<file path="src/ccmode_map.vh">
`ifndef CCMODE_MAP_VH
`define CCMODE_MAP_VH

// ============================================================
// Register offsets (byte addresses).
`define OFF_MODE_CTRL     12'h000
`define OFF_CH1_COMPARE   12'h004
`define OFF_CH1_ACTIVE    12'h008
`define OFF_STATUS        12'h00C

// ============================================================
// Field positions of channel_mode_control_1.
`define B_CH1_DIR_LO      0
`define B_CH1_DIR_HI      1
`define B_CH1_FAST        2
`define B_CH1_PRELOAD     3
`define B_CH1_MODE_LO     4
`define B_CH1_MODE_HI     6
`define B_CH1_CLEAR       7
`define B_CH2_DIR_LO      8
`define B_CH2_DIR_HI      9
`define B_CH2_FAST        10
`define B_CH2_PRELOAD     11
`define B_CH2_UPPER_LO    12
`define B_CH2_UPPER_HI    15

// ============================================================
// Encodings.
`define DIR_OUTPUT        2'b00
`define DIR_IN_TWO        2'b01
`define DIR_IN_ONE        2'b10
`define DIR_IN_TRIG       2'b11
`define MODE_FROZEN       3'b000
`define MODE_SET          3'b001
`define MODE_CLEAR        3'b010
`define MODE_TOGGLE       3'b011
`define MODE_FORCE_LOW    3'b100
`define MODE_FORCE_HIGH   3'b101
`define MODE_PWM1         3'b110
`define MODE_PWM2         3'b111
`define LOCK_LEVEL_3      2'b11
`define ZERO32            32'h0000_0000
`define HTRANS_NONSEQ_BIT 1

`endif

</file>
<file path="src/output_compare_mode_control.v">
// How it works
// - Channel 2 selector: 00 output, 01 input two, 10 input one, 11 internal trigger.
// - Internal trigger routing works only when an internal trigger source is selected.
// - Channel 2 selector is written only while channel 2 enable is zero.
// - With clear enable zero the filtered external trigger never touches the reference.
// - With clear enable at bit 7 set, a high external trigger drives reference low.
// - Mode field at 6:4 defines active-high reference; outputs follow polarity bits.
// - Mode 000 frozen: a match leaves the reference unchanged.
// - Mode 001 forces the reference high on a match.
// - Mode 010 forces the reference low on a match.
// - Mode 011 toggles the reference on every match.
// - Mode 100 holds reference low, mode 101 holds it high.
// - Mode 110: up high while counter below compare; down low while above.
// - Mode 111: up low while counter below compare; down high while above.
// - Mode bits ignore writes at lock level 3 with channel 1 as output.
// - Waveform level changes only on compare change or leaving frozen mode; here any switch into mode 110 or 111 re-evaluates it at once.
// - Preload and fast enables at bits 11, 10, 3, 2; read-write, reset zero.
// - Without preload compare writes act at once; with preload at update events.
// - Fast enable in waveform mode makes a trigger edge act as a match; here the edge sets the pre-match level instead.
//
// Added by the designer: the AHB-Lite register port and the placing of the registers.
`timescale 1ns/10ps
`default_nettype none
`include "ccmode_map.vh"

module output_compare_mode_control #(
    parameter CNT_W = 16
) (
    input  wire              clk_i,
    input  wire              resetn_i,
    input  wire              hsel_i,
    input  wire [31:0]       haddr_i,
    input  wire [1:0]        htrans_i,
    input  wire              hwrite_i,
    input  wire [2:0]        hsize_i,
    input  wire [31:0]       hwdata_i,
    input  wire              hready_i,
    output wire [31:0]       hrdata_o,
    output wire              hreadyout_o,
    output wire              hresp_o,
    input  wire [CNT_W-1:0]  counter_value_i,
    input  wire              count_down_i,
    input  wire              update_event_i,
    input  wire              trigger_edge_i,
    input  wire              ext_trigger_filtered_i,
    input  wire              internal_trigger_sel_i,
    input  wire              internal_trigger_input_i,
    input  wire              timer_input_one_i,
    input  wire              timer_input_two_i,
    input  wire              ch2_output_enable_i,
    input  wire [1:0]        lock_level_i,
    input  wire              ch1_polarity_i,
    input  wire              ch1_comp_polarity_i,
    output reg               ch1_reference_o,
    output wire              ch1_true_output_o,
    output wire              ch1_comp_output_o,
    output reg               ch2_capture_input_o,
    output wire              ch2_is_output_o,
    output wire [CNT_W-1:0]  ch1_compare_active_o
);

    // ============================================================
    // Bus slave: zero wait states, always OKAY.
    reg         wr_pend;
    reg  [11:0] wr_addr;
    reg  [31:0] rdata;
    reg  [15:0] mode_reg;
    reg  [CNT_W-1:0] cmp_shadow;
    reg  [CNT_W-1:0] cmp_active;
    wire        addr_ok = hsel_i & hready_i & htrans_i[`HTRANS_NONSEQ_BIT];
    wire        do_wr   = wr_pend;

    assign hreadyout_o = 1'b1;
    assign hresp_o     = 1'b0;
    assign hrdata_o    = rdata;

    wire [2:0] ch1_mode = mode_reg[`B_CH1_MODE_HI:`B_CH1_MODE_LO];
    wire [1:0] ch1_dir  = mode_reg[`B_CH1_DIR_HI:`B_CH1_DIR_LO];
    wire [1:0] ch2_dir  = mode_reg[`B_CH2_DIR_HI:`B_CH2_DIR_LO];

    function is_pwm;
        input [2:0] m;
        begin
            is_pwm = (m == `MODE_PWM1) || (m == `MODE_PWM2);
        end
    endfunction

    // Lock and direction guards shared by the write path.
    wire mode_locked = (lock_level_i == `LOCK_LEVEL_3) && (ch1_dir == `DIR_OUTPUT);

    always @(posedge clk_i or negedge resetn_i) begin
        if (!resetn_i) begin
            wr_pend <= 1'b0;
            wr_addr <= 12'h000;
            rdata   <= `ZERO32;
        end else begin
            wr_pend <= addr_ok & hwrite_i;
            if (addr_ok) begin
                wr_addr <= haddr_i[11:0];
            end
            if (addr_ok & ~hwrite_i) begin
                case (haddr_i[11:0])
                    `OFF_MODE_CTRL:   rdata <= {16'h0000, mode_reg};
                    `OFF_CH1_COMPARE: rdata <= {{(32-CNT_W){1'b0}}, cmp_shadow};
                    `OFF_CH1_ACTIVE:  rdata <= {{(32-CNT_W){1'b0}}, cmp_active};
                    `OFF_STATUS:      rdata <= {30'h0000_0000, ch2_capture_input_o,
                                                ch1_reference_o};
                    default:          rdata <= `ZERO32;
                endcase
            end
        end
    end

    // ============================================================
    // Mode register and compare value.
    wire mode_wr = do_wr && (wr_addr == `OFF_MODE_CTRL);
    wire cmp_wr  = do_wr && (wr_addr == `OFF_CH1_COMPARE);

    always @(posedge clk_i or negedge resetn_i) begin
        if (!resetn_i) begin
            mode_reg   <= 16'h0000;
            cmp_shadow <= {CNT_W{1'b0}};
            cmp_active <= {CNT_W{1'b0}};
        end else begin
            if (mode_wr) begin
                mode_reg[`B_CH2_PRELOAD] <= hwdata_i[`B_CH2_PRELOAD];
                mode_reg[`B_CH2_FAST]    <= hwdata_i[`B_CH2_FAST];
                mode_reg[`B_CH1_PRELOAD] <= hwdata_i[`B_CH1_PRELOAD];
                mode_reg[`B_CH1_FAST]    <= hwdata_i[`B_CH1_FAST];
                mode_reg[`B_CH1_CLEAR]   <= hwdata_i[`B_CH1_CLEAR];
                mode_reg[`B_CH1_DIR_HI:`B_CH1_DIR_LO] <= hwdata_i[`B_CH1_DIR_HI:`B_CH1_DIR_LO];
                mode_reg[`B_CH2_UPPER_HI:`B_CH2_UPPER_LO] <=
                    hwdata_i[`B_CH2_UPPER_HI:`B_CH2_UPPER_LO];
                if (!ch2_output_enable_i) begin
                    mode_reg[`B_CH2_DIR_HI:`B_CH2_DIR_LO] <=
                        hwdata_i[`B_CH2_DIR_HI:`B_CH2_DIR_LO];
                end
                if (!mode_locked) begin
                    mode_reg[`B_CH1_MODE_HI:`B_CH1_MODE_LO] <=
                        hwdata_i[`B_CH1_MODE_HI:`B_CH1_MODE_LO];
                end
            end
            if (cmp_wr) begin
                cmp_shadow <= hwdata_i[CNT_W-1:0];
            end
            // Write-through when preload is off; the shadow moves on update otherwise.
            if (!mode_reg[`B_CH1_PRELOAD] && cmp_wr) begin
                cmp_active <= hwdata_i[CNT_W-1:0];
            end else if (mode_reg[`B_CH1_PRELOAD] && update_event_i) begin
                cmp_active <= cmp_shadow;
            end
        end
    end

    assign ch1_compare_active_o = cmp_active;

    // ============================================================
    // Channel 2 direction and capture routing.
    assign ch2_is_output_o = (ch2_dir == `DIR_OUTPUT);

    always @* begin
        case (ch2_dir)
            `DIR_IN_TWO:  ch2_capture_input_o = timer_input_two_i;
            `DIR_IN_ONE:  ch2_capture_input_o = timer_input_one_i;
            `DIR_IN_TRIG: ch2_capture_input_o = internal_trigger_sel_i &
                                                internal_trigger_input_i;
            default:      ch2_capture_input_o = 1'b0;
        endcase
    end

    // ============================================================
    // Channel 1 reference generation.
    // Counter and direction are sampled straight from the core each cycle, compare from cmp_active.
    wire match   = (counter_value_i == cmp_active);
    wire below   = (counter_value_i < cmp_active);
    wire above   = (counter_value_i > cmp_active);
    wire pwm_hit = mode_reg[`B_CH1_FAST] & trigger_edge_i;
    reg  next_ref;

    always @* begin
        next_ref = ch1_reference_o;
        case (ch1_mode)
            `MODE_FROZEN:     next_ref = ch1_reference_o;
            `MODE_SET:        if (match) next_ref = 1'b1;
            `MODE_CLEAR:      if (match) next_ref = 1'b0;
            `MODE_TOGGLE:     if (match) next_ref = ~ch1_reference_o;
            `MODE_FORCE_LOW:  next_ref = 1'b0;
            `MODE_FORCE_HIGH: next_ref = 1'b1;
            // The level is a pure function of the comparison, so it moves when the comparison
            // result changes or the mode switches into 110 or 111 from any other mode.
            `MODE_PWM1:       next_ref = count_down_i ? ~above : below;
            `MODE_PWM2:       next_ref = count_down_i ? above : ~below;
            default:          next_ref = ch1_reference_o;
        endcase
        // A fast trigger edge jumps straight to the pre-match level: high for 110 up or 111 down, low otherwise.
        if (pwm_hit && is_pwm(ch1_mode)) begin
            next_ref = (ch1_mode == `MODE_PWM1) ? ~count_down_i : count_down_i;
        end
        if (mode_reg[`B_CH1_CLEAR] && ext_trigger_filtered_i) begin
            next_ref = 1'b0;
        end
    end

    always @(posedge clk_i or negedge resetn_i) begin
        if (!resetn_i) begin
            ch1_reference_o <= 1'b0;
        end else begin
            ch1_reference_o <= next_ref;
        end
    end

    // Polarity applies only in the output stage; the reference stays active high.
    assign ch1_true_output_o = ch1_reference_o ^ ch1_polarity_i;
    assign ch1_comp_output_o = ~ch1_reference_o ^ ch1_comp_polarity_i;

endmodule // output_compare_mode_control
`default_nettype wire

</file>
<file path="config.mk">
export PLATFORM = sky130hd
export DESIGN_NAME = output_compare_mode_control
export DESIGN_NICKNAME = d
export VERILOG_FILES = /design/src/output_compare_mode_control.v
export VERILOG_INCLUDE_DIRS = /design/src
export SDC_FILE = /design/constraint.sdc
export NUM_CORES = 1
export LEC_CHECK = 0
export BUFFER_PORTS_ARGS = -buffer_cell sky130_fd_sc_hd__buf_2
export CAP_MARGIN = 40
export CORE_MARGIN = 10
export CORE_UTILIZATION = 45
export CTS_CLUSTER_SIZE = 20
export DETAILED_ROUTE_END_ITERATION = 8
export PLACE_DENSITY = 0.77
export SYNTH_ARGS = -nofsm -noshare
export SYNTH_HDL_FRONTEND = slang
export SYNTH_SLANG_ARGS = --single-unit
</file>
<file path="constraint.sdc">
create_clock -name clk_i -period 2 [get_ports clk_i]
set_input_delay 0.2 -clock clk_i [delete_from_list [all_inputs] [get_ports clk_i]]
set_output_delay 0.2 -clock clk_i [all_outputs]
set_load 0.05 [all_outputs]
</file>
Yosys cells after proc, flatten, opt, wreduce, memory -nomap -nowiden

Cells that the tools add are included.

Flip-flop bits (word level): 94
Output and inout port bits: 55
Bits of input ports: 103

Magnitude comparators: 2
Eq/ne operators: 20
Mux-type cells: 13
Reductions and logical operators: 18
Bitwise logic cells: 15

Operator list:

| cell                | count |
|---|---|
| $pmux 16 s4         | 1 |
| $mux 16             | 2 |
| $eq 12x3->1 const B | 2 |
| $eq 12x4->1 const B | 2 |
| $logic_not 12->1    | 2 |
| $eq 16x16->1        | 1 |
| $gt 16x16->1        | 1 |
| $lt 16x16->1        | 1 |
| $eq 3x3->1 const B  | 4 |
| $ne 4x4->1 const B  | 3 |
| $mux 1              | 8 |
| $logic_and 1x1->1   | 7 |
| $not 1->1           | 7 |
| $pmux 1 s7          | 1 |
| $and 1x1->1         | 6 |
| $eq 2x2->1 const B  | 3 |
| $eq 3x2->1 const B  | 2 |
| $logic_not 2->1     | 2 |
| $reduce_and 2->1    | 2 |
| $reduce_and 4->1    | 1 |
| $eq 3x1->1 const B  | 1 |
| $logic_not 3->1     | 1 |
| $ne 3x3->1 const B  | 1 |
| $pmux 1 s3          | 1 |
| 5 further kinds     | 6 |

Logic depth before layout (Yosys ltp)

Word-level depth: 6
Gate-level depth with buffers: 7

Least setup slack after synthesis

No wires, ideal clock.

Path type: register -> register
Start: register cmp_active[14], in the netlist ch1_compare_active_o[14]
End: register ch1_reference_o
Cell stages (with the launch flop): 8
Setup slack: -0.506 ns
Path buffers: 0
Arrival time: 2.374 ns
Required time: 1.869 ns
Cells stage by stage: dfrtp_1 inv_1 ha_1 nand4_2 or4_4 o21ba_1 o311a_1 or3_1

Cells in the longest elaborated chain, start to end: 6
Elaborated cells on any way between the ends: 14

RTL lines:

| item                                                | RTL line                                                             | text |
|---|---|---|
| start, declared                                     | output_compare_mode_control.v:69                                     | `reg [CNT_W-1:0] cmp_active;` |
| start signal, assigned                              | output_compare_mode_control.v:123                                    | `cmp_active <= {CNT_W{1'b0}};` |
| start signal, assigned                              | output_compare_mode_control.v:148                                    | `cmp_active <= hwdata_i[CNT_W-1:0];` |
| start signal, assigned                              | output_compare_mode_control.v:150                                    | `cmp_active <= cmp_shadow;` |
| $lt 16x16->1 / $gt 16x16->1 (equally long branches) | output_compare_mode_control.v:175, output_compare_mode_control.v:176 |  |
| $not 1->1 (on tied branches)                        | output_compare_mode_control.v:192, output_compare_mode_control.v:191 |  |
| $mux 1 (on tied branches)                           | output_compare_mode_control.v:192, output_compare_mode_control.v:191 |  |
| $pmux 1 s7                                          | output_compare_mode_control.v:182                                    | `case (ch1_mode)` |
| $mux 1                                              | output_compare_mode_control.v:196                                    | `if (pwm_hit && is_pwm(ch1_mode)) begin` |
| $mux 1                                              | output_compare_mode_control.v:199                                    | `` if (mode_reg[`B_CH1_CLEAR] && ext_trigger_filtered_i) begin `` |
| end signal, assigned                                | output_compare_mode_control.v:208                                    | `ch1_reference_o <= next_ref;` |
| end, declared                                       | output_compare_mode_control.v:54                                     | `output reg ch1_reference_o,` |

Several ways; a longest one is shown, not always the timed one.
A chain may end at the register's enable or synchronous reset.

Worst setup path in the final report

Start: register cmp_active[0], in the netlist ch1_compare_active_o[0]
End: register ch1_reference_o

The elaborated chain is that of the path after synthesis.

==> results.txt <==
----------------------------------------------------
[Run]
  Max-cap violations ... 0

[Synthesis]
  Number of warnings reported in the yosys synthesis log ... 0
  Largest cells by area after synthesis ... dfrtp_1 (47%), mux2_2 (12%), mux2i_1 (5.8%)
  Portion of synthesized cell area occupied by the leading cell type ... 46.8%
  Cell with the most instances after synthesis ... dfrtp_1
  Synthesized instance count ... 384
  Count of flip-flops with a built-in enable after synthesis ... 0
  Top post-synthesis cells by count ... dfrtp_1 (78), mux2_2 (45), nand2_1 (31)
  Cell type contributing the most total cell area after synthesis ... dfrtp_1
  Post-Synthesis Mean Instance Area ... 10.9 sq um
  Yosys reg bits ... 78
  Number of distinct library cells after synthesis ... 44
  Proportion of synthesized chip area in sequential cells ... 46.8%
  Prevailing post-synth register cell ... dfrtp_1
  Post-synthesis cell area ... 0.00417 sq mm
  Asr flop ratio synth ... 100%

[STA]
  Minimum hold slack ... 0.0761 ns
  Final Hold Fails ... 0
  Time the worst path needs with I/O delays and setup ... 2.17 ns
  Setup repair after global routing missed its margin ... yes
  Final max-slew violation count ... 0
  Least setup slack across all paths after layout ... -0.168 ns
  Crit share post-route ... 108%
  Achievable frequency ... 461 MHz
  Total negative slack for setup checks ... -0.168 ns
  Final worst clock skew ... 0.00890 ns
  Number of setup violations in the final report ... 1
  Worst slew margin ... 58.5%
  Transition time at the pin with the least slew margin ... 0.622 ns

[Critical path]
  Worst endpoint required time ... 2.23 ns
  Worst Path Class, Setup ... reg -> reg
  Startpoint kind of the worst setup timing path ... flop
  Maximum fanout encountered on the critical timing path ... 2
  CP Data Arrival Time ... 2.40 ns
  Worst setup EP type ... flop

[Final layout]
  Share of cells above drive strength 1 ... 46.6%
  Area delta synth->final ... 27.2%
  Total number of nets in the final design ... 627
  Post-layout instance count excluding filler cells ... 627
  Fin area ... 0.00531 sq mm
  Post-route core utilization ... 58.0%

[Die]
  IO Pins ... 158
  Standard-cell rows ... 35
  Die X ... 116 microns
  Starting density of the core ... 45.6%
  Core area ... 0.00915 sq mm
  Total die area ... 0.0135 sq mm
  Die Span Y ... 116 microns

[Clock network]
  Clock network latency to the later pin of the worst-skew pair ... 0.35 ns
  Clock tree from TritonCTS ... yes
  # Post-CTS Setup Buffers ... 0
  H-tree depth ... 3
  CTS root buf ... clkbuf_8
  Clock buffer count from CTS ... 9
  Bufs on Longest Clock Path ... 2
  Clock slew at reported path FFs ... 0.08 ns
  CTS sink cnt ... 78

[Global route]
  Grt total ovfl ... 0
  Number of global-route vias before repair ... 3590
  Global-route wire length before repair ... 18.6 mm
  Largest net degree at the start of global routing ... 47
  Initial antenna violation count ... 3
  Total GRT Usage ... 18.0%

[Detailed routing]
  DRT antenna net count ... 0
  Number of design-rule violations left by the first detailed-router iteration ... 199
  Via count ... 3456
  Drt total wl ... 12.1 mm
  Post-route DRC ... 0
  Avg Vias per Cell ... 5.51
  Post-detailed-route wirelength per cell ... 19.3 microns
  First-pass iteration count of the detailed router ... 4

[Power]
  Maximum VDD drop ... 0.000506 V
  Areal power density over the cells ... 806 mW/mm^2
  Static leakage ... 2.55 nW
  Tot Pwr ... 4.28 mW

[Status]
  Failing checks ... negative setup slack
  Result of the run ... finished, violations left

[Placed design]
  Number of buffers added on ports ... 99
  Routability congestion estimate from global placement ... 0.891
  Dpl cells ... 607
  HPWL reported at the end of detailed placement ... 9.45 mm
  Placement Cell Area ... 0.00504 sq mm
  Worst slack at placement ... -0.226 ns

[Min path]
  Type of the worst min-delay path ... in -> reg

----------------------------------------------------
cell type report:
| cell class | instances | area (sq um) |
|---|---|---|
| fillers | 776 | 3840 |
| multi-input cells | 268 | 2170 |
| flip-flops and latches | 78 | 1970 |
| repair buffers | 133 | 781 |
| clock buffers | 11 | 141 |
| well taps | 111 | 139 |
| inverters | 18 | 67.6 |
| clock inverters | 5 | 33.8 |
| diodes | 3 | 7.51 |
per-layer routing:
| metal | routed length, microns | vias to the layer above | global-route usage, % |
|---|---|---|---|
| met3 | 942 | 30 | 6.06 |
| met2 | 6170 | 131 | 30.3 |
| li1 | - | 1600 | - |
| met4 | 416 | 0 | 8.09 |
| met5 | 0 | - | 0 |
| met1 | 4600 | 1695 | 20.3 |
power by group:
group | switching [mW] | internal (mW)
Sequential | 0.137 | 1.74
Clock | 0.588 | 0.485
Combinational | 0.819 | 0.510
Total | 1.54 | 2.73
cells by family (layout without fill, tap and decap cells):
| logic type | after synthesis | after routing | synth area share [%] |
|---|---|---|---|
| AOI/OAI and AO/OA | 71 | 71 | 11.2 |
| xor gates and xnor gates | 3 | 3 | 0.630 |
| adders and majority gates | 16 | 16 | 4.80 |
| buffers and inverters | 54 | 167 | 6.60 |
| DFF | 78 | 78 | 46.8 |
| muxes | 71 | 71 | 19.0 |
| other | 2 | 21 | 0.180 |
| and+or+nand+nor | 89 | 89 | 10.9 |
repair_timing:
action	in CTS	in global routing
resized for setup	11	0
pin swaps	5	1
hold buffers	1	0
endpoints found under the hold margin	45	0
endpoints found under the setup margin	4	2
cell usage in the layout (no fill, tap or decap), types with 2 or more instances in the layout:
cell type / synthesis / final
clkinv_2: 0 / 2
mux2i_1: 24 / 24
buf_12: 0 / 2
inv_2: 0 / 8
clkinvlp_4: 0 / 2
buf_4: 18 / 32
nor4_1: 6 / 3
ha_1: 16 / 6
a21o_1: 2 / 2
o21ai_0: 15 / 14
clkbuf_8: 0 / 10
a221o_1: 6 / 6
ha_4: 0 / 10
conb_1: 2 / 18
nor4_2: 0 / 3
diode_2: 0 / 3
o31ai_1: 14 / 14
nor2b_1: 3 / 3
nor2_1: 23 / 23
dfrtp_1: 78 / 62
xnor2_1: 2 / 2
dfrtp_2: 0 / 16
inv_1: 18 / 10
mux2_2: 45 / 45
a21oi_1: 23 / 23
and3_1: 7 / 7
nand2_1: 31 / 31
nand4_1: 6 / 6
buf_2: 4 / 98
mux4_2: 2 / 2
nand3_1: 3 / 3
final timing paths:
| path | slack (ns) | cells past startpoint | to | start |
|---|---|---|---|---|
| max | -0.17 | 6 | ch1_reference_o | ch1_compare_active_o[0] |
| min | 0.08 | 3 | ch1_compare_active_o[12] | hwdata_i[12] |
| max reg2reg | -0.17 | 6 | ch1_reference_o | ch1_compare_active_o[0] |
| min reg2reg | 0.48 | 2 | hrdata_o[9] | hrdata_o[9] |
| max in group asynchronous | 0.97 | 3 | ch1_compare_active_o[14] | resetn_i |
| min in group asynchronous | 0.40 | 2 | ch1_compare_active_o[12] | resetn_i |
critical path, cell delays in order, from the launching register on:
cell     delay (ns)
dfrtp_2        0.44
ha_4           0.27
nand4_1        0.16
or4_4          0.58
o21ba_1        0.19
o311a_1        0.11
or3_1          0.31
(Power assumes the default switching activity.)
